===== config.mk =====
export PLATFORM = sky130hd
export DESIGN_NAME = tap_changer_voltage_regulator
export DESIGN_NICKNAME = d
export VERILOG_FILES = /design/src/avr_pkg.sv /design/src/tap_changer_voltage_regulator.sv /design/src/setting_bank.sv
export SDC_FILE = /design/constraint.sdc
export NUM_CORES = 2
export LEC_CHECK = 0
export ABC_AREA = 1
export ABC_CLOCK_PERIOD_IN_PS = 47000
export BUFFER_PORTS_ARGS = -buffer_cell sky130_fd_sc_hd__buf_2
export CORE_MARGIN = 5
export CORE_UTILIZATION = 55
export CTS_CLUSTER_SIZE = 24
export DETAILED_ROUTE_END_ITERATION = 10
export PLACE_DENSITY = 0.74
export SLEW_MARGIN = 20
export SYNTH_ARGS = -nofsm -noshare
export SYNTH_HDL_FRONTEND = slang
export SYNTH_SLANG_ARGS = --single-unit

===== constraint.sdc =====
create_clock -name aclk -period 47 [get_ports aclk]
set_input_delay 2.35 -clock aclk [delete_from_list [all_inputs] [get_ports aclk]]
set_output_delay 2.35 -clock aclk [all_outputs]
set_load 0.005 [all_outputs]

===== src/avr_pkg.sv =====
package avr_pkg;

  // register map, byte addresses on the register bus
  localparam logic [7:0] OFS_CTRL = 8'h00;
  localparam logic [7:0] OFS_STATUS = 8'h04;
  localparam logic [7:0] OFS_MASK = 8'h08;
  localparam logic [7:0] OFS_STATE = 8'h0c;
  localparam logic [7:0] OFS_POS_GAIN = 8'h10;
  localparam int BANK_SEL_BIT = 7;

  // control register fields
  localparam int CTRL_W = 4;
  localparam int CTRL_EN = 0;
  localparam int CTRL_SRC = 1;
  localparam int CTRL_GRP = 2;
  localparam int CTRL_INV = 3;
  localparam logic [3:0] CTRL_RST = 4'h8;

  // sticky event bits, shared by status and mask
  localparam int EV_W = 4;
  localparam int EV_RAISE = 0;
  localparam int EV_LOWER = 1;
  localparam int EV_LV = 2;
  localparam int EV_OC = 3;
  localparam logic [3:0] MASK_RST = 4'h0;

  // state register field positions
  localparam int ST_PICK_LSB = 0;
  localparam int ST_BLK_LSB = 4;
  localparam int ST_REG_LSB = 8;
  localparam int ST_POS_LSB = 16;

  // setting bank: two groups of sixteen 16-bit words
  localparam int PW = 16;
  localparam int NPAR = 16;
  localparam int NGRP = 2;
  localparam int BANK_AW = 5;
  localparam int P_TARGET = 0;
  localparam int P_W1_HI = 1;
  localparam int P_W1_LO = 2;
  localparam int P_W2 = 3;
  localparam int P_INSTANT = 4;
  localparam int P_LV_BLOCK = 5;
  localparam int P_T1 = 6;
  localparam int P_T2 = 7;
  localparam int P_MIN_GAP = 8;
  localparam int P_OC_LEVEL = 9;

  // arithmetic constants
  localparam int PCT_DIV = 100;
  localparam int HYST_PCT = 3;
  localparam logic [7:0] POS_BASE = 8'h01;
  localparam int GAIN_SHIFT = 16;
  localparam logic [31:0] GAIN_RST = 32'h0000_0000;
  localparam int TIME_BASE_MS = 5;

  localparam logic [1:0] RESP_OKAY = 2'b00;
  localparam logic [1:0] RESP_SLVERR = 2'b10;

  typedef enum logic [3:0] {
    RD_IDLE = 4'b0001,
    RD_FETCH = 4'b0010,
    RD_LOAD = 4'b0100,
    RD_RESP = 4'b1000
  } rd_state_t;

  typedef enum logic [3:0] {
    REG_NONE = 4'b0001,
    REG_W1 = 4'b0010,
    REG_W2 = 4'b0100,
    REG_INST = 4'b1000
  } region_t;

endpackage


===== src/tap_changer_voltage_regulator.sv =====
// The placing of the registers and the AXI4-Lite interface to the registers were decided locally.
`timescale 1ns/1ps
`default_nettype none
module tap_changer_voltage_regulator (
  // clock, reset, enable
  input wire logic aclk,
  input wire logic aresetn,
  input wire logic ce,
  // axi4-lite write address and data
  input wire logic [31:0] s_axi_awaddr,
  input wire logic s_axi_awvalid,
  output logic s_axi_awready,
  input wire logic [31:0] s_axi_wdata,
  input wire logic [3:0] s_axi_wstrb,
  input wire logic s_axi_wvalid,
  output logic s_axi_wready,
  // axi4-lite write response
  output logic [1:0] s_axi_bresp,
  output logic s_axi_bvalid,
  input wire logic s_axi_bready,
  // axi4-lite read
  input wire logic [31:0] s_axi_araddr,
  input wire logic s_axi_arvalid,
  output logic s_axi_arready,
  output logic [31:0] s_axi_rdata,
  output logic [1:0] s_axi_rresp,
  output logic s_axi_rvalid,
  input wire logic s_axi_rready,
  // measurements, one set per time-base tick
  input wire logic sample_valid,
  input wire logic [15:0] voltage_pct,
  input wire logic [15:0] current_l1,
  input wire logic [15:0] current_l2,
  input wire logic [15:0] current_l3,
  input wire logic [15:0] pos_resistance,
  input wire logic [15:0] pos_di_voltage,
  input wire logic ext_block,
  // tap changer commands and status
  output logic raise_cmd_q,
  output logic lower_cmd_q,
  output logic [7:0] tap_position_q,
  output logic irq_q
);

  logic [avr_pkg::CTRL_W-1:0] ctrl_q;
  logic [avr_pkg::EV_W-1:0] status_q;
  logic [avr_pkg::EV_W-1:0] mask_q;
  logic [31:0] gain_q;
  logic aw_hold_q;
  logic w_hold_q;
  logic [31:0] awaddr_q;
  logic [31:0] wdata_q;
  logic [3:0] wstrb_q;
  logic [31:0] araddr_q;
  avr_pkg::rd_state_t rd_q;
  logic up_q;
  logic dn_q;
  logic lv_q;
  logic oc_q;
  logic ext_q;
  avr_pkg::region_t region_q;
  avr_pkg::region_t region_d;
  logic [31:0] acc_q;
  logic [31:0] acc_d;
  logic [15:0] gap_q;
  logic [avr_pkg::PW-1:0] bank_rdata;
  logic [avr_pkg::NPAR*avr_pkg::PW-1:0] act;

  // write path decode
  wire [31:0] wmask = {{8{wstrb_q[3]}}, {8{wstrb_q[2]}}, {8{wstrb_q[1]}}, {8{wstrb_q[0]}}};
  wire wr_fire = aw_hold_q && w_hold_q && !s_axi_bvalid;
  wire aw_hi_zero = awaddr_q[31:8] == 24'h000000;
  wire wr_bank = aw_hi_zero && awaddr_q[avr_pkg::BANK_SEL_BIT];
  wire wr_ctrl = aw_hi_zero && awaddr_q[7:0] == avr_pkg::OFS_CTRL;
  wire wr_status = aw_hi_zero && awaddr_q[7:0] == avr_pkg::OFS_STATUS;
  wire wr_mask = aw_hi_zero && awaddr_q[7:0] == avr_pkg::OFS_MASK;
  wire wr_gain = aw_hi_zero && awaddr_q[7:0] == avr_pkg::OFS_POS_GAIN;
  wire wr_ok = wr_bank || wr_ctrl || wr_status || wr_mask || wr_gain ||
               (aw_hi_zero && awaddr_q[7:0] == avr_pkg::OFS_STATE);
  wire [31:0] wr_merge_ctrl = ({28'h0, ctrl_q} & ~wmask) | (wdata_q & wmask);
  wire [31:0] wr_merge_mask = ({28'h0, mask_q} & ~wmask) | (wdata_q & wmask);
  wire [31:0] wr_merge_gain = (gain_q & ~wmask) | (wdata_q & wmask);
  wire [avr_pkg::EV_W-1:0] clr_bits = wr_fire && wr_status ?
                                      wdata_q[avr_pkg::EV_W-1:0] & wmask[avr_pkg::EV_W-1:0] :
                                      '0;
  wire bank_we = wr_fire && wr_bank && wstrb_q[1:0] == 2'b11;

  // read path decode
  wire ar_hi_zero = araddr_q[31:8] == 24'h000000;
  wire rd_bank = ar_hi_zero && araddr_q[avr_pkg::BANK_SEL_BIT];
  wire rd_ctrl = ar_hi_zero && araddr_q[7:0] == avr_pkg::OFS_CTRL;
  wire rd_status = ar_hi_zero && araddr_q[7:0] == avr_pkg::OFS_STATUS;
  wire rd_mask = ar_hi_zero && araddr_q[7:0] == avr_pkg::OFS_MASK;
  wire rd_state = ar_hi_zero && araddr_q[7:0] == avr_pkg::OFS_STATE;
  wire rd_gain = ar_hi_zero && araddr_q[7:0] == avr_pkg::OFS_POS_GAIN;
  wire rd_ok = rd_bank || rd_ctrl || rd_status || rd_mask || rd_state || rd_gain;
  wire [31:0] state_word = ({30'h0, dn_q, up_q} << avr_pkg::ST_PICK_LSB) |
                           ({29'h0, ext_q, oc_q, lv_q} << avr_pkg::ST_BLK_LSB) |
                           ({28'h0, region_q} << avr_pkg::ST_REG_LSB) |
                           ({24'h0, tap_position_q} << avr_pkg::ST_POS_LSB);
  wire [31:0] rd_word = rd_bank ? {16'h0, bank_rdata} :
                        rd_ctrl ? {28'h0, ctrl_q} :
                        rd_status ? {28'h0, status_q} :
                        rd_mask ? {28'h0, mask_q} :
                        rd_state ? state_word :
                        rd_gain ? gain_q : 32'h0;

  // active group settings
  wire [15:0] target_voltage = act[avr_pkg::P_TARGET*avr_pkg::PW +: avr_pkg::PW];
  wire [15:0] w1_hi = act[avr_pkg::P_W1_HI*avr_pkg::PW +: avr_pkg::PW];
  wire [15:0] w1_lo = act[avr_pkg::P_W1_LO*avr_pkg::PW +: avr_pkg::PW];
  wire [15:0] w2_band = act[avr_pkg::P_W2*avr_pkg::PW +: avr_pkg::PW];
  wire [15:0] instant = act[avr_pkg::P_INSTANT*avr_pkg::PW +: avr_pkg::PW];
  wire [15:0] lv_level = act[avr_pkg::P_LV_BLOCK*avr_pkg::PW +: avr_pkg::PW];
  wire [15:0] t1_ticks = act[avr_pkg::P_T1*avr_pkg::PW +: avr_pkg::PW];
  wire [15:0] t2_ticks = act[avr_pkg::P_T2*avr_pkg::PW +: avr_pkg::PW];
  wire [15:0] min_gap = act[avr_pkg::P_MIN_GAP*avr_pkg::PW +: avr_pkg::PW];
  wire [15:0] oc_level = act[avr_pkg::P_OC_LEVEL*avr_pkg::PW +: avr_pkg::PW];

  // deviation from target, window limits relative to it; low-voltage and overcurrent levels are absolute
  wire [17:0] dev = {2'b00, voltage_pct} - {2'b00, target_voltage};
  wire dev_pos = !dev[17];
  wire [17:0] dev_neg = 18'h00000 - dev;
  wire [16:0] absdev = dev_pos ? dev[16:0] : dev_neg[16:0];

  // release levels keep 97 percent of the pick-up band
  wire [31:0] hi_keep = 32'(({16'h0, w1_hi} * 32'(avr_pkg::PCT_DIV - avr_pkg::HYST_PCT)) /
                            32'(avr_pkg::PCT_DIV));
  wire [31:0] lo_keep = 32'(({16'h0, w1_lo} * 32'(avr_pkg::PCT_DIV - avr_pkg::HYST_PCT)) /
                            32'(avr_pkg::PCT_DIV));
  wire up_set = dev_pos && {15'h0, absdev} > {16'h0, w1_hi};
  wire dn_set = !dev_pos && {15'h0, absdev} > {16'h0, w1_lo};
  wire up_keep = dev_pos && {15'h0, absdev} > hi_keep;
  wire dn_keep = !dev_pos && {15'h0, absdev} > lo_keep;
  wire up_d = up_set || (up_q && up_keep);
  wire dn_d = dn_set || (dn_q && dn_keep);

  // blocking conditions
  wire lv_d = voltage_pct < lv_level;
  wire oc_d = current_l1 > oc_level || current_l2 > oc_level ||
              current_l3 > oc_level;
  wire blocked = lv_d || oc_d || ext_block || !ctrl_q[avr_pkg::CTRL_EN];

  // region selection, instant first, then fast window, then slow window
  wire in_inst = up_d && instant != 16'h0000 &&
                 absdev > {1'b0, instant};
  wire in_w2 = (up_d || dn_d) && absdev > {1'b0, w2_band};
  wire inverse = ctrl_q[avr_pkg::CTRL_INV];
  always_comb
  begin
    if (blocked || !(up_d || dn_d))
    begin
      region_d = avr_pkg::REG_NONE;
    end
    else if (in_inst)
    begin
      region_d = avr_pkg::REG_INST;
    end
    else if (in_w2)
    begin
      region_d = avr_pkg::REG_W2;
    end
    else
    begin
      region_d = avr_pkg::REG_W1;
    end
  end

  // inverse mode integrates deviation in the second window only, so the wait there shrinks as deviation grows
  wire [31:0] step = (region_d == avr_pkg::REG_W2 && inverse) ? {15'h0, absdev} :
                     32'h0000_0001;
  wire [31:0] thr_inv = 32'({16'h0, t2_ticks} * 32'(avr_pkg::PCT_DIV));
  wire [31:0] thr = (region_d == avr_pkg::REG_W2) ?
                    (inverse ? thr_inv : {16'h0, t2_ticks}) :
                    {16'h0, t1_ticks};
  wire [31:0] acc_sum = acc_q + step;
  wire gap_ok = gap_q >= min_gap;
  wire tick = ce && sample_valid;
  wire fire_timed = (region_d == avr_pkg::REG_W1 || region_d == avr_pkg::REG_W2) &&
                    acc_d >= thr && gap_ok;
  wire fire_inst = region_d == avr_pkg::REG_INST && gap_ok;
  wire fire = tick && (fire_timed || fire_inst);
  wire fire_lower = fire && (region_d == avr_pkg::REG_INST || up_d);
  wire fire_raise = fire && !fire_lower && dn_d;

  always_comb
  begin
    if (region_d != region_q)
    begin
      acc_d = step;
    end
    else if (acc_sum < acc_q)
    begin
      acc_d = acc_q;
    end
    else
    begin
      acc_d = acc_sum;
    end
  end

  // position scaling, shared by both analogue sources
  wire [15:0] pos_raw = ctrl_q[avr_pkg::CTRL_SRC] ? pos_di_voltage : pos_resistance;
  wire [47:0] pos_prod = {32'h0, pos_raw} * {16'h0, gain_q};
  wire [7:0] pos_d = POS_BASE_ADD(pos_prod[avr_pkg::GAIN_SHIFT +: 8]);

  function automatic logic [7:0] POS_BASE_ADD(input logic [7:0] v);
    POS_BASE_ADD = v + avr_pkg::POS_BASE;
  endfunction

  wire [avr_pkg::EV_W-1:0] ev_set = {tick && oc_d && !oc_q, tick && lv_d && !lv_q,
                                     fire_lower, fire_raise};
  wire [avr_pkg::EV_W-1:0] status_d = (status_q & ~clr_bits) | ev_set;

  setting_bank u_bank (
    .aclk(aclk),
    .aresetn(aresetn),
    .ce(ce),
    .we(bank_we),
    .waddr(awaddr_q[6:2]),
    .wdata(wdata_q[15:0]),
    .raddr(araddr_q[6:2]),
    .rdata_q(bank_rdata),
    .grp(ctrl_q[avr_pkg::CTRL_GRP]),
    .act_q(act)
  );

  // write channel: address and data taken in either order
  always_ff @(posedge aclk)
  begin
    if (!aresetn)
    begin
      aw_hold_q <= 1'b0;
      w_hold_q <= 1'b0;
      awaddr_q <= '0;
      wdata_q <= '0;
      wstrb_q <= '0;
      s_axi_awready <= 1'b1;
      s_axi_wready <= 1'b1;
      s_axi_bvalid <= 1'b0;
      s_axi_bresp <= avr_pkg::RESP_OKAY;
    end
    else if (ce)
    begin
      if (s_axi_awvalid && s_axi_awready)
      begin
        aw_hold_q <= 1'b1;
        awaddr_q <= s_axi_awaddr;
        s_axi_awready <= 1'b0;
      end
      if (s_axi_wvalid && s_axi_wready)
      begin
        w_hold_q <= 1'b1;
        wdata_q <= s_axi_wdata;
        wstrb_q <= s_axi_wstrb;
        s_axi_wready <= 1'b0;
      end
      if (wr_fire)
      begin
        aw_hold_q <= 1'b0;
        w_hold_q <= 1'b0;
        s_axi_bvalid <= 1'b1;
        s_axi_bresp <= wr_ok ? avr_pkg::RESP_OKAY : avr_pkg::RESP_SLVERR;
      end
      if (s_axi_bvalid && s_axi_bready)
      begin
        s_axi_bvalid <= 1'b0;
        s_axi_awready <= 1'b1;
        s_axi_wready <= 1'b1;
      end
    end
  end

  // read channel: two edges to let the bank register its word
  always_ff @(posedge aclk)
  begin
    if (!aresetn)
    begin
      rd_q <= avr_pkg::RD_IDLE;
      araddr_q <= '0;
      s_axi_arready <= 1'b1;
      s_axi_rvalid <= 1'b0;
      s_axi_rdata <= '0;
      s_axi_rresp <= avr_pkg::RESP_OKAY;
    end
    else if (ce)
    begin
      case (rd_q)
        avr_pkg::RD_IDLE:
        begin
          if (s_axi_arvalid)
          begin
            araddr_q <= s_axi_araddr;
            s_axi_arready <= 1'b0;
            rd_q <= avr_pkg::RD_FETCH;
          end
        end
        avr_pkg::RD_FETCH:
        begin
          rd_q <= avr_pkg::RD_LOAD;
        end
        avr_pkg::RD_LOAD:
        begin
          s_axi_rdata <= rd_word;
          s_axi_rresp <= rd_ok ? avr_pkg::RESP_OKAY : avr_pkg::RESP_SLVERR;
          s_axi_rvalid <= 1'b1;
          rd_q <= avr_pkg::RD_RESP;
        end
        avr_pkg::RD_RESP:
        begin
          if (s_axi_rready)
          begin
            s_axi_rvalid <= 1'b0;
            s_axi_arready <= 1'b1;
            rd_q <= avr_pkg::RD_IDLE;
          end
        end
        default:
        begin
          rd_q <= avr_pkg::RD_IDLE;
        end
      endcase
    end
  end

  // software registers; a new event wins over a clear in the same cycle
  always_ff @(posedge aclk)
  begin
    if (!aresetn)
    begin
      ctrl_q <= avr_pkg::CTRL_RST;
      mask_q <= avr_pkg::MASK_RST;
      gain_q <= avr_pkg::GAIN_RST;
      status_q <= '0;
      irq_q <= 1'b0;
    end
    else if (ce)
    begin
      if (wr_fire && wr_ctrl)
      begin
        ctrl_q <= wr_merge_ctrl[avr_pkg::CTRL_W-1:0];
      end
      if (wr_fire && wr_mask)
      begin
        mask_q <= wr_merge_mask[avr_pkg::EV_W-1:0];
      end
      if (wr_fire && wr_gain)
      begin
        gain_q <= wr_merge_gain;
      end
      status_q <= status_d;
      irq_q <= |(status_d & mask_q);
    end
  end

  // regulator state, advanced once per measurement tick
  always_ff @(posedge aclk)
  begin
    if (!aresetn)
    begin
      up_q <= 1'b0;
      dn_q <= 1'b0;
      lv_q <= 1'b0;
      oc_q <= 1'b0;
      ext_q <= 1'b0;
      region_q <= avr_pkg::REG_NONE;
      acc_q <= '0;
      gap_q <= '0;
      tap_position_q <= '0;
    end
    else if (tick)
    begin
      up_q <= up_d;
      dn_q <= dn_d;
      lv_q <= lv_d;
      oc_q <= oc_d;
      ext_q <= ext_block;
      region_q <= region_d;
      acc_q <= (fire || region_d == avr_pkg::REG_NONE) ? 32'h0 : acc_d;
      gap_q <= fire ? 16'h0001 : (gap_q == 16'hffff ? gap_q : gap_q + 16'h0001);
      tap_position_q <= pos_d;
    end
  end

  // commands last one clock, one direction only
  always_ff @(posedge aclk)
  begin
    if (!aresetn)
    begin
      raise_cmd_q <= 1'b0;
      lower_cmd_q <= 1'b0;
    end
    else if (ce)
    begin
      raise_cmd_q <= fire_raise;
      lower_cmd_q <= fire_lower;
    end
  end

endmodule // tap_changer_voltage_regulator
`default_nettype wire


===== src/setting_bank.sv =====
`timescale 1ns/1ps
`default_nettype none
module setting_bank (
  // clock and reset
  input wire logic aclk,
  input wire logic aresetn,
  input wire logic ce,
  // write port
  input wire logic we,
  input wire logic [avr_pkg::BANK_AW-1:0] waddr,
  input wire logic [avr_pkg::PW-1:0] wdata,
  // readback port
  input wire logic [avr_pkg::BANK_AW-1:0] raddr,
  output logic [avr_pkg::PW-1:0] rdata_q,
  // active group, all words in parallel
  input wire logic grp,
  output logic [avr_pkg::NPAR*avr_pkg::PW-1:0] act_q
);

  logic [avr_pkg::PW-1:0] mem_q [avr_pkg::NGRP*avr_pkg::NPAR];

  always_ff @(posedge aclk)
  begin
    if (!aresetn)
    begin
      rdata_q <= '0;
    end
    else if (ce)
    begin
      rdata_q <= mem_q[raddr];
    end
  end

  genvar gi;
  generate
    for (gi = 0; gi < avr_pkg::NGRP * avr_pkg::NPAR; gi++)
    begin : g_word
      always_ff @(posedge aclk)
      begin
        if (!aresetn)
        begin
          mem_q[gi] <= '0;
        end
        else if (ce && we && waddr == avr_pkg::BANK_AW'(gi))
        begin
          mem_q[gi] <= wdata;
        end
      end
    end
    // group switch reaches the regulator one edge later
    for (gi = 0; gi < avr_pkg::NPAR; gi++)
    begin : g_act
      always_ff @(posedge aclk)
      begin
        if (!aresetn)
        begin
          act_q[gi*avr_pkg::PW +: avr_pkg::PW] <= '0;
        end
        else if (ce)
        begin
          act_q[gi*avr_pkg::PW +: avr_pkg::PW] <= mem_q[{grp, (avr_pkg::BANK_AW - 1)'(gi)}];
        end
      end
    end
  endgenerate

endmodule // setting_bank
`default_nettype wire


Yosys cells after proc, flatten, opt, wreduce, memory -nomap -nowiden
Memory sizes are Yosys's and may differ from the RTL's. A register that Yosys moved wholly into a read port is not among the register bits.
Index checks and enable logic that the tools add are counted.

word-level totals
  bits in registers = 259
  latch bits = 0
  bits in writable memories = 512
  memory bits (read-only) = 0
  input bits = 206
  output and inout bits = 52
  logic and storage cells = 476
  memories = 1

cells by class
  add/subtract/negate cells = 5
  $mul = 4
  div/mod/pow operators = 2
  order comparisons = 13
  eq/ne operators = 53
  shift-type cells = 0
  muxes and demuxes = 169
  bitwise operators = 48
  reductions and logical operators = 150

memories
  memory        words  width  rd ports  clocked after memory_dff  write ports  RTL line            text
  u_bank.mem_q  32     16     11        11                        32           setting_bank.sv:20  logic [avr_pkg::PW-1:0] mem_q [avr_pkg::NGRP*avr_pkg::NPAR];

operators with widths
  cell                                                 number
  2-to-1 mux 16 bit                                    35
  2-to-1 mux 32 bit                                    9
  2-to-1 mux 1 bit                                     110
  equality test 5 bit, second input constant           16
  logical AND 1 bit                                    78
  greater-than comparator 17 x 16 -> 1 bit             4
  AND 32 bit                                           2
  divider 23 x 7 -> 32 bit, second input constant      2
  greater-than comparator 17 x 32 -> 1 bit             2
  greater-than comparator 16 bit                       3
  logical NOT 24 bit                                   2
  multiplier 16 x 7 -> 23 bit, second input constant   2
  2-to-1 mux 23 bit                                    2
  equality test 5 x 4 -> 1 bit, second input constant  8
  2-to-1 mux 17 bit                                    2
  adder 32 x 17 -> 32 bit                              1
  equality test 8 x 4 -> 1 bit, second input constant  4
  >= comparator 32 x 23 -> 1 bit                       1
  less-than comparator 32 bit                          1
  multiplier 16 x 32 -> 24 bit                         1
  inverter 32 bit                                      1
  OR 1 bit                                             32
  OR 32 bit                                            1
  AND reduction 2 bit                                  13
  other kinds (40)                                     112

Depth between registers and ports, before layout
  depth after elaboration = 31
  mapped depth = 231

Hierarchy
From an unflattened synthesis, not the netlist that was laid out.

unflattened totals
  cells, all modules = 11851
  area, all modules = 84262.1 um^2

by module, submodules not included
  module                         times used  cells an instance  area each (um^2)  seq. area each (um^2)
  tap_changer_voltage_regulator  1           7672               48213.7           5144.9
  setting_bank                   1           4179               36048.3           20820.0

Worst setup path before layout
Ideal clock, no wire load.

  path kind = flip-flop to flip-flop
  from = register u_bank.act_q[36] (netlist bit), read port of u_bank.mem_q
  to = register acc_q[0]
  data arrival time = 25191 ps
  data required time = 46930 ps
  slack = 21738 ps
  stages on the path, launching flop included = 207
  path buffers = 19
  period minus slack after synthesis = 25262 ps
  cells stage by stage = dfxtp_1 > clkbuf_8 > inv_2 > ha_1 > ha_1 > ha_1 > fa_1 > ha_1 > nand2_1 > nand2_2 > inv_1 > nand2_2 > nand2_2 > nand2_2 > nand2_1 > nand2_1 > nand2_1 > nand2_2 > [171 not listed] > a21oi_1 > o221ai_1 > a21oi_1 > o21ai_0 > a21oi_1 > o21ai_0 > nand3_1 > nand2_1 > a21oi_1 > nand2_1 > nor4_1 > nand4_1 > nand2_1 > inv_1 > nor2_1 > clkbuf_1 > nand2_1 > a21oi_1

on the way
  longest elaborated chain between the ends = 25

RTL lines
  element                                   RTL line                                                                    text
  from (decl)                               setting_bank.sv:17                                                          output logic [avr_pkg::NPAR*avr_pkg::PW-1:0] act_q
  multiplier 16 x 7 -> 23 bit               tap_changer_voltage_regulator.sv:129                                        wire [31:0] lo_keep = 32'(({16'h0, w1_lo} * 32'(avr_pkg::PCT_DIV - avr_pkg::HYST_PCT)) /
  divider 23 x 7 -> 32 bit                  tap_changer_voltage_regulator.sv:129
  greater-than comparator 17 x 32 -> 1 bit  tap_changer_voltage_regulator.sv:134                                        wire dn_keep = !dev_pos && {15'h0, absdev} > lo_keep;
  logical AND 1 bit                         tap_changer_voltage_regulator.sv:134
  logical AND 1 bit                         tap_changer_voltage_regulator.sv:136                                        wire dn_d = dn_set || (dn_q && dn_keep);
  logical OR 1 bit (*)                      tap_changer_voltage_regulator.sv:136
  logical OR 1 bit (*)                      tap_changer_voltage_regulator.sv:147, tap_changer_voltage_regulator.sv:151
  logical AND 1 bit                         tap_changer_voltage_regulator.sv:147                                        wire in_w2 = (up_d || dn_d) && absdev > {1'b0, w2_band};
  [9 not listed]                            -
  2-to-1 mux 32 bit                         tap_changer_voltage_regulator.sv:188                                        if (region_d != region_q)
  >= comparator 32 x 23 -> 1 bit            tap_changer_voltage_regulator.sv:180                                        acc_d >= thr && gap_ok;
  logical AND 1 bit                         tap_changer_voltage_regulator.sv:179                                        wire fire_timed = (region_d == avr_pkg::REG_W1 || region_d == avr_pkg::REG_W2) &&
  logical AND 1 bit                         tap_changer_voltage_regulator.sv:180
  logical OR 1 bit                          tap_changer_voltage_regulator.sv:182                                        wire fire = tick && (fire_timed || fire_inst);
  logical AND 1 bit                         tap_changer_voltage_regulator.sv:182
  logical OR 1 bit                          tap_changer_voltage_regulator.sv:379                                        acc_q <= (fire || region_d == avr_pkg::REG_NONE) ? 32'h0 : acc_d;
  2-to-1 mux 32 bit (*)                     tap_changer_voltage_regulator.sv:379
  to (signal assigned)                      tap_changer_voltage_regulator.sv:379
  to (decl)                                 tap_changer_voltage_regulator.sv:63                                         logic [31:0] acc_q;

Mark *: on every way between the ends. The rest lies on a longest branch, timed or not.
A chain may end at the register's enable or synchronous reset.

Worst setup path in the final report
  from = register u_bank.act_q[36] (netlist bit), read port of u_bank.mem_q
  to = register gap_q[8]

on the way
  longest elaborated chain between the ends = 25

RTL lines
  element                                   RTL line                                                                    text
  multiplier 16 x 7 -> 23 bit               tap_changer_voltage_regulator.sv:129
  divider 23 x 7 -> 32 bit                  tap_changer_voltage_regulator.sv:129
  greater-than comparator 17 x 32 -> 1 bit  tap_changer_voltage_regulator.sv:134
  logical AND 1 bit                         tap_changer_voltage_regulator.sv:134
  logical AND 1 bit                         tap_changer_voltage_regulator.sv:136
  logical OR 1 bit (*)                      tap_changer_voltage_regulator.sv:136
  logical OR 1 bit (*)                      tap_changer_voltage_regulator.sv:147, tap_changer_voltage_regulator.sv:151
  logical AND 1 bit                         tap_changer_voltage_regulator.sv:147
  [9 not listed]                            -
  2-to-1 mux 32 bit                         tap_changer_voltage_regulator.sv:188
  >= comparator 32 x 23 -> 1 bit            tap_changer_voltage_regulator.sv:180
  logical AND 1 bit                         tap_changer_voltage_regulator.sv:179
  logical AND 1 bit                         tap_changer_voltage_regulator.sv:180
  logical OR 1 bit (*)                      tap_changer_voltage_regulator.sv:182
  logical AND 1 bit (*)                     tap_changer_voltage_regulator.sv:182
  inequality test 2 bit (no source line)    -
  AND reduction 2 bit (no source line)      -
  to (signal assigned)                      tap_changer_voltage_regulator.sv:380                                        gap_q <= fire ? 16'h0001 : (gap_q == 16'hffff ? gap_q : gap_q + 16'h0001);
  to (decl)                                 tap_changer_voltage_regulator.sv:65                                         logic [15:0] gap_q;

Marks and branches as above.

==> flow_metrics.py <==
metrics = {
    "worst_hold_path": {
        "holdPathStages": 2,
        "hp-class": "reg2reg",
    },
    "clock_network": {
        "cts.htree.levels": 3,
        "path_clk_slew_ns": 0.06,
        "post_cts_buffers": 0,
        "clk_latency_ns": 0.74,
        "cts_hold_buffers": 0,
        "cts_resized": 0,
        "numCtsBuffers": 97,
        "cts_root_buf": "clkbuf_16",
        "cts.path.max_buffers": 3,
        "cts_sinks": 945,
        "cts_tree": "done",
    },
    "synthesis": {
        "yosysTopAreaCell": "edfxtp_1",
        "synth_area_per_cell_um2": 7.68,
        "synth_top_area_frac": 0.191,
        "synthFlopType": "edfxtp_1",
        "synthTopCellsByArea": "edfxtp_1 19%, dfxtp_1 11%, nand2_1 9.3%",
        "synth_edf_count": 512,
        "synthCells": 10500,
        "syn_area_um2": 80600,
        "yosysWarnings": 0,
        "yosysSeqAreaShare": 0.298,
        "synth-seq-cells": 945,
        "yosysUniqueCellTypes": 91,
        "async_flop_share": 0,
    },
    "detailed_routing": {
        "dr.pass1.iters": 6,
        "num_vias": 73400,
        "wire_per_inst_um": 20.9,
        "drtAntennaViolNets": 0,
        "drcViolationCount": 0,
        "drt_iter0_drc": 7271,
        "viasPerCell": 5.87,
        "wirelength_um": 261000,
    },
    "placement": {
        "io_buffers": 255,
        "dp_hpwl_um": 196000,
        "globalplace.congestion": 0.985,
    },
    "critical_path": {
        "cp_slowest_cell": "dfxtp_1",
        "critPathArrivalTime_ns": 34.87,
        "critPathLaunchType": "flop",
        "crit_path_end": "gap_q[8]",
        "critPathKind": "reg2reg",
        "r2r-start": "u_bank.act_q[36]",
        "r2r-end": "gap_q[8]",
        "r2r_slack_ns": 12.77,
        "cp_max_fo": 29,
        "r2r_cells": 188,
        "worstPathRequired_ns": 47.65,
        "crit_top_cell": "nand2_1",
        "cp_slowest_stage_delay_ns": 0.86,
        "crit_start": "u_bank.act_q[36]",
        "endpoint_kind": "flop",
    },
    "global_route": {
        "grt_start_max_net_pins": 215,
        "grt_pass1_vias": 70700,
        "grt_remaining_overflow": 0,
        "grt_pass1_wl_um": 400000,
        "antenna_found_initial": 8,
        "track_usage": 0.329,
    },
    "sta": {
        "worst_pin_slew_ns": 1.21,
        "fin_skew_ns": 0.0498,
        "hold_violations": 0,
        "min_period_ns": 34.23,
        "setup_violations": 0,
        "timing.hold.ws_ns": 0.444,
        "max_freq_ghz": 0.0292,
        "post-route-period-util": 0.728,
        "rsz0062_at_grt": "no",
        "slew_headroom": 0.193,
        "drv_slew": 0,
        "setup_tns_ns": 0,
    },
    "die": {
        "row_count": 140,
        "core-area_um2": 146000,
        "start_util": 0.554,
        "die_h_um": 393,
        "dieArea_um2": 154000,
        "chipWidth_um": 393,
        "io_pins": 258,
    },
    "finish": {
        "num-fill-cells": 13200,
        "layout.nets": 11400,
        "synthToLayoutAreaGrowth_pct": 6.86,
        "drive_gt1_frac": 0.153,
    },
    "run_status": {
        "status": "complete, no violations",
    },
    "run": {
        "maxCapViolCount": 0,
    },
}
worst min-delay path by stage:
stage | start | to | slack (ns)
after floorplan | wdata_q[16] | wdata_q[16] | 0.42
after global placement | wdata_q[5] | flop | 0.43
after detailed placement | wdata_q[19] | wdata_q[19] | 0.44
after CTS | wdata_q[19] | wdata_q[19] | 0.44
after global routing | flop | flop | 0.46
final | wdata_q[1] | wdata_q[1] | 0.44
cell families after synthesis:
logic type               Yosys count  synth area share
AO/OA/AOI/OAI                   1568             0.121
XOR/XNOR                         259            0.0290
adder cells (fa/ha/maj)          736             0.135
buffers and inverters           2030             0.104
flip-flops                       945             0.298
multiplexers                       8          0.000994
other                              1         0.0000465
AND/OR/NAND/NOR                 4945             0.312
synthesized netlist by cell type, types with 15 or more instances:
| master | count |
|---|---|
| a21o_1 | 17 |
| o21bai_1 | 18 |
| buf_12 | 16 |
| or2_2 | 37 |
| buf_1 | 19 |
| clkbuf_1 | 361 |
| dfxtp_1 | 433 |
| nor2_2 | 82 |
| xnor2_1 | 53 |
| nor2_4 | 61 |
| o22ai_1 | 28 |
| nand2_4 | 191 |
| a221oi_1 | 40 |
| edfxtp_1 | 512 |
| nand3b_1 | 36 |
| nand3_1 | 644 |
| inv_1 | 1452 |
| nand3_4 | 45 |
| a211oi_1 | 15 |
| o211ai_1 | 210 |
| o21ai_2 | 24 |
| clkinv_1 | 26 |
| inv_2 | 76 |
| nand3_2 | 114 |
| nor2_1 | 1031 |
| nor3_1 | 59 |
| a22oi_1 | 189 |
| a31oi_1 | 44 |
| xor2_1 | 198 |
| nor4_1 | 18 |
| ha_1 | 516 |
| o2111ai_1 | 22 |
| o21ai_0 | 392 |
| nand4_1 | 217 |
| a21oi_1 | 484 |
| nand2_1 | 2006 |
| fa_1 | 220 |
| nand2_2 | 341 |
cell type report:
class | instances | area (um^2) | share of cell area
antenna | 5 | 12.5 | 0.000145
multi-input combinational | 7518 | 48300 | 0.561
clock buffer | 121 | 2620 | 0.0304
timing repair buffer | 349 | 2030 | 0.0235
sequential | 945 | 24000 | 0.279
inverter | 1587 | 6070 | 0.0706
tap | 1917 | 2400 | 0.0279
clock inverter | 60 | 656 | 0.00761
layer usage:
layer | up-vias | GRT usage | wire length (um)
met1 | 34600 | 0.432 | 104000
li1 | 34500 | - | -
met3 | 700 | 0.0632 | 26000
met2 | 3625 | 0.527 | 117000
met4 | 2 | 0.150 | 13700
met5 | - | 0 | 13
cell usage in the layout, fill, tap and decap left out, types with 53 or more instances in the layout:
master / Yosys / final
a21oi_1: 484 / 484
a22oi_1: 189 / 189
buf_2: 0 / 253
buf_4: 7 / 92
clkbuf_16: 0 / 98
dfxtp_1: 433 / 432
edfxtp_1: 512 / 512
fa_1: 220 / 220
ha_1: 516 / 516
inv_1: 1452 / 1451
inv_2: 76 / 75
nand2_1: 2006 / 2005
nand2_2: 341 / 342
nand2_4: 191 / 191
nand3_1: 644 / 641
nand3_2: 114 / 116
nand4_1: 217 / 217
nor2_1: 1031 / 1025
nor2_2: 82 / 85
nor2_4: 61 / 64
nor3_1: 59 / 59
o211ai_1: 210 / 210
o21ai_0: 392 / 359
xnor2_1: 53 / 53
xor2_1: 198 / 194
state kept, by name (all words and copies together), names as in the netlist, 4 cells and up, named ones only:
name,cells
acc_q,32
araddr_q,32
awaddr_q,32
gap_q,16
rd_q,4
region_q,4
s_axi_rdata,32
status_q,4
tap_position_q,8
u_bank.act_q,160
u_bank.mem_q,512
u_bank.rdata_q,16
wdata_q,32
wstrb_q,4
critical path: cells and delay by family (launching register included):
family,cells,cell delay (ns)
buffers and inverters,20,3.94
AOI/OAI and AO/OA,38,6.66
xor gates and xnor gates,1,0.41
DFF,1,0.86
and+or+nand+nor,121,19.57
adders and majority gates,8,2.57
stage by stage:
step	util	setup slack, ns	instance area (um^2)	instances
global placement	0.569	13.61	82800	12300
finish	0.591	12.77	86100	12500
CTS	0.591	12.89	86100	12500
global route	0.591	9.54	86100	12500
floorplan	-	21.74	80600	10500
detailed placement	0.569	12.92	82800	12300
Power is not shown: default switching activity piles up to over one toggle a cycle in this logic, so the estimate is an artifact.
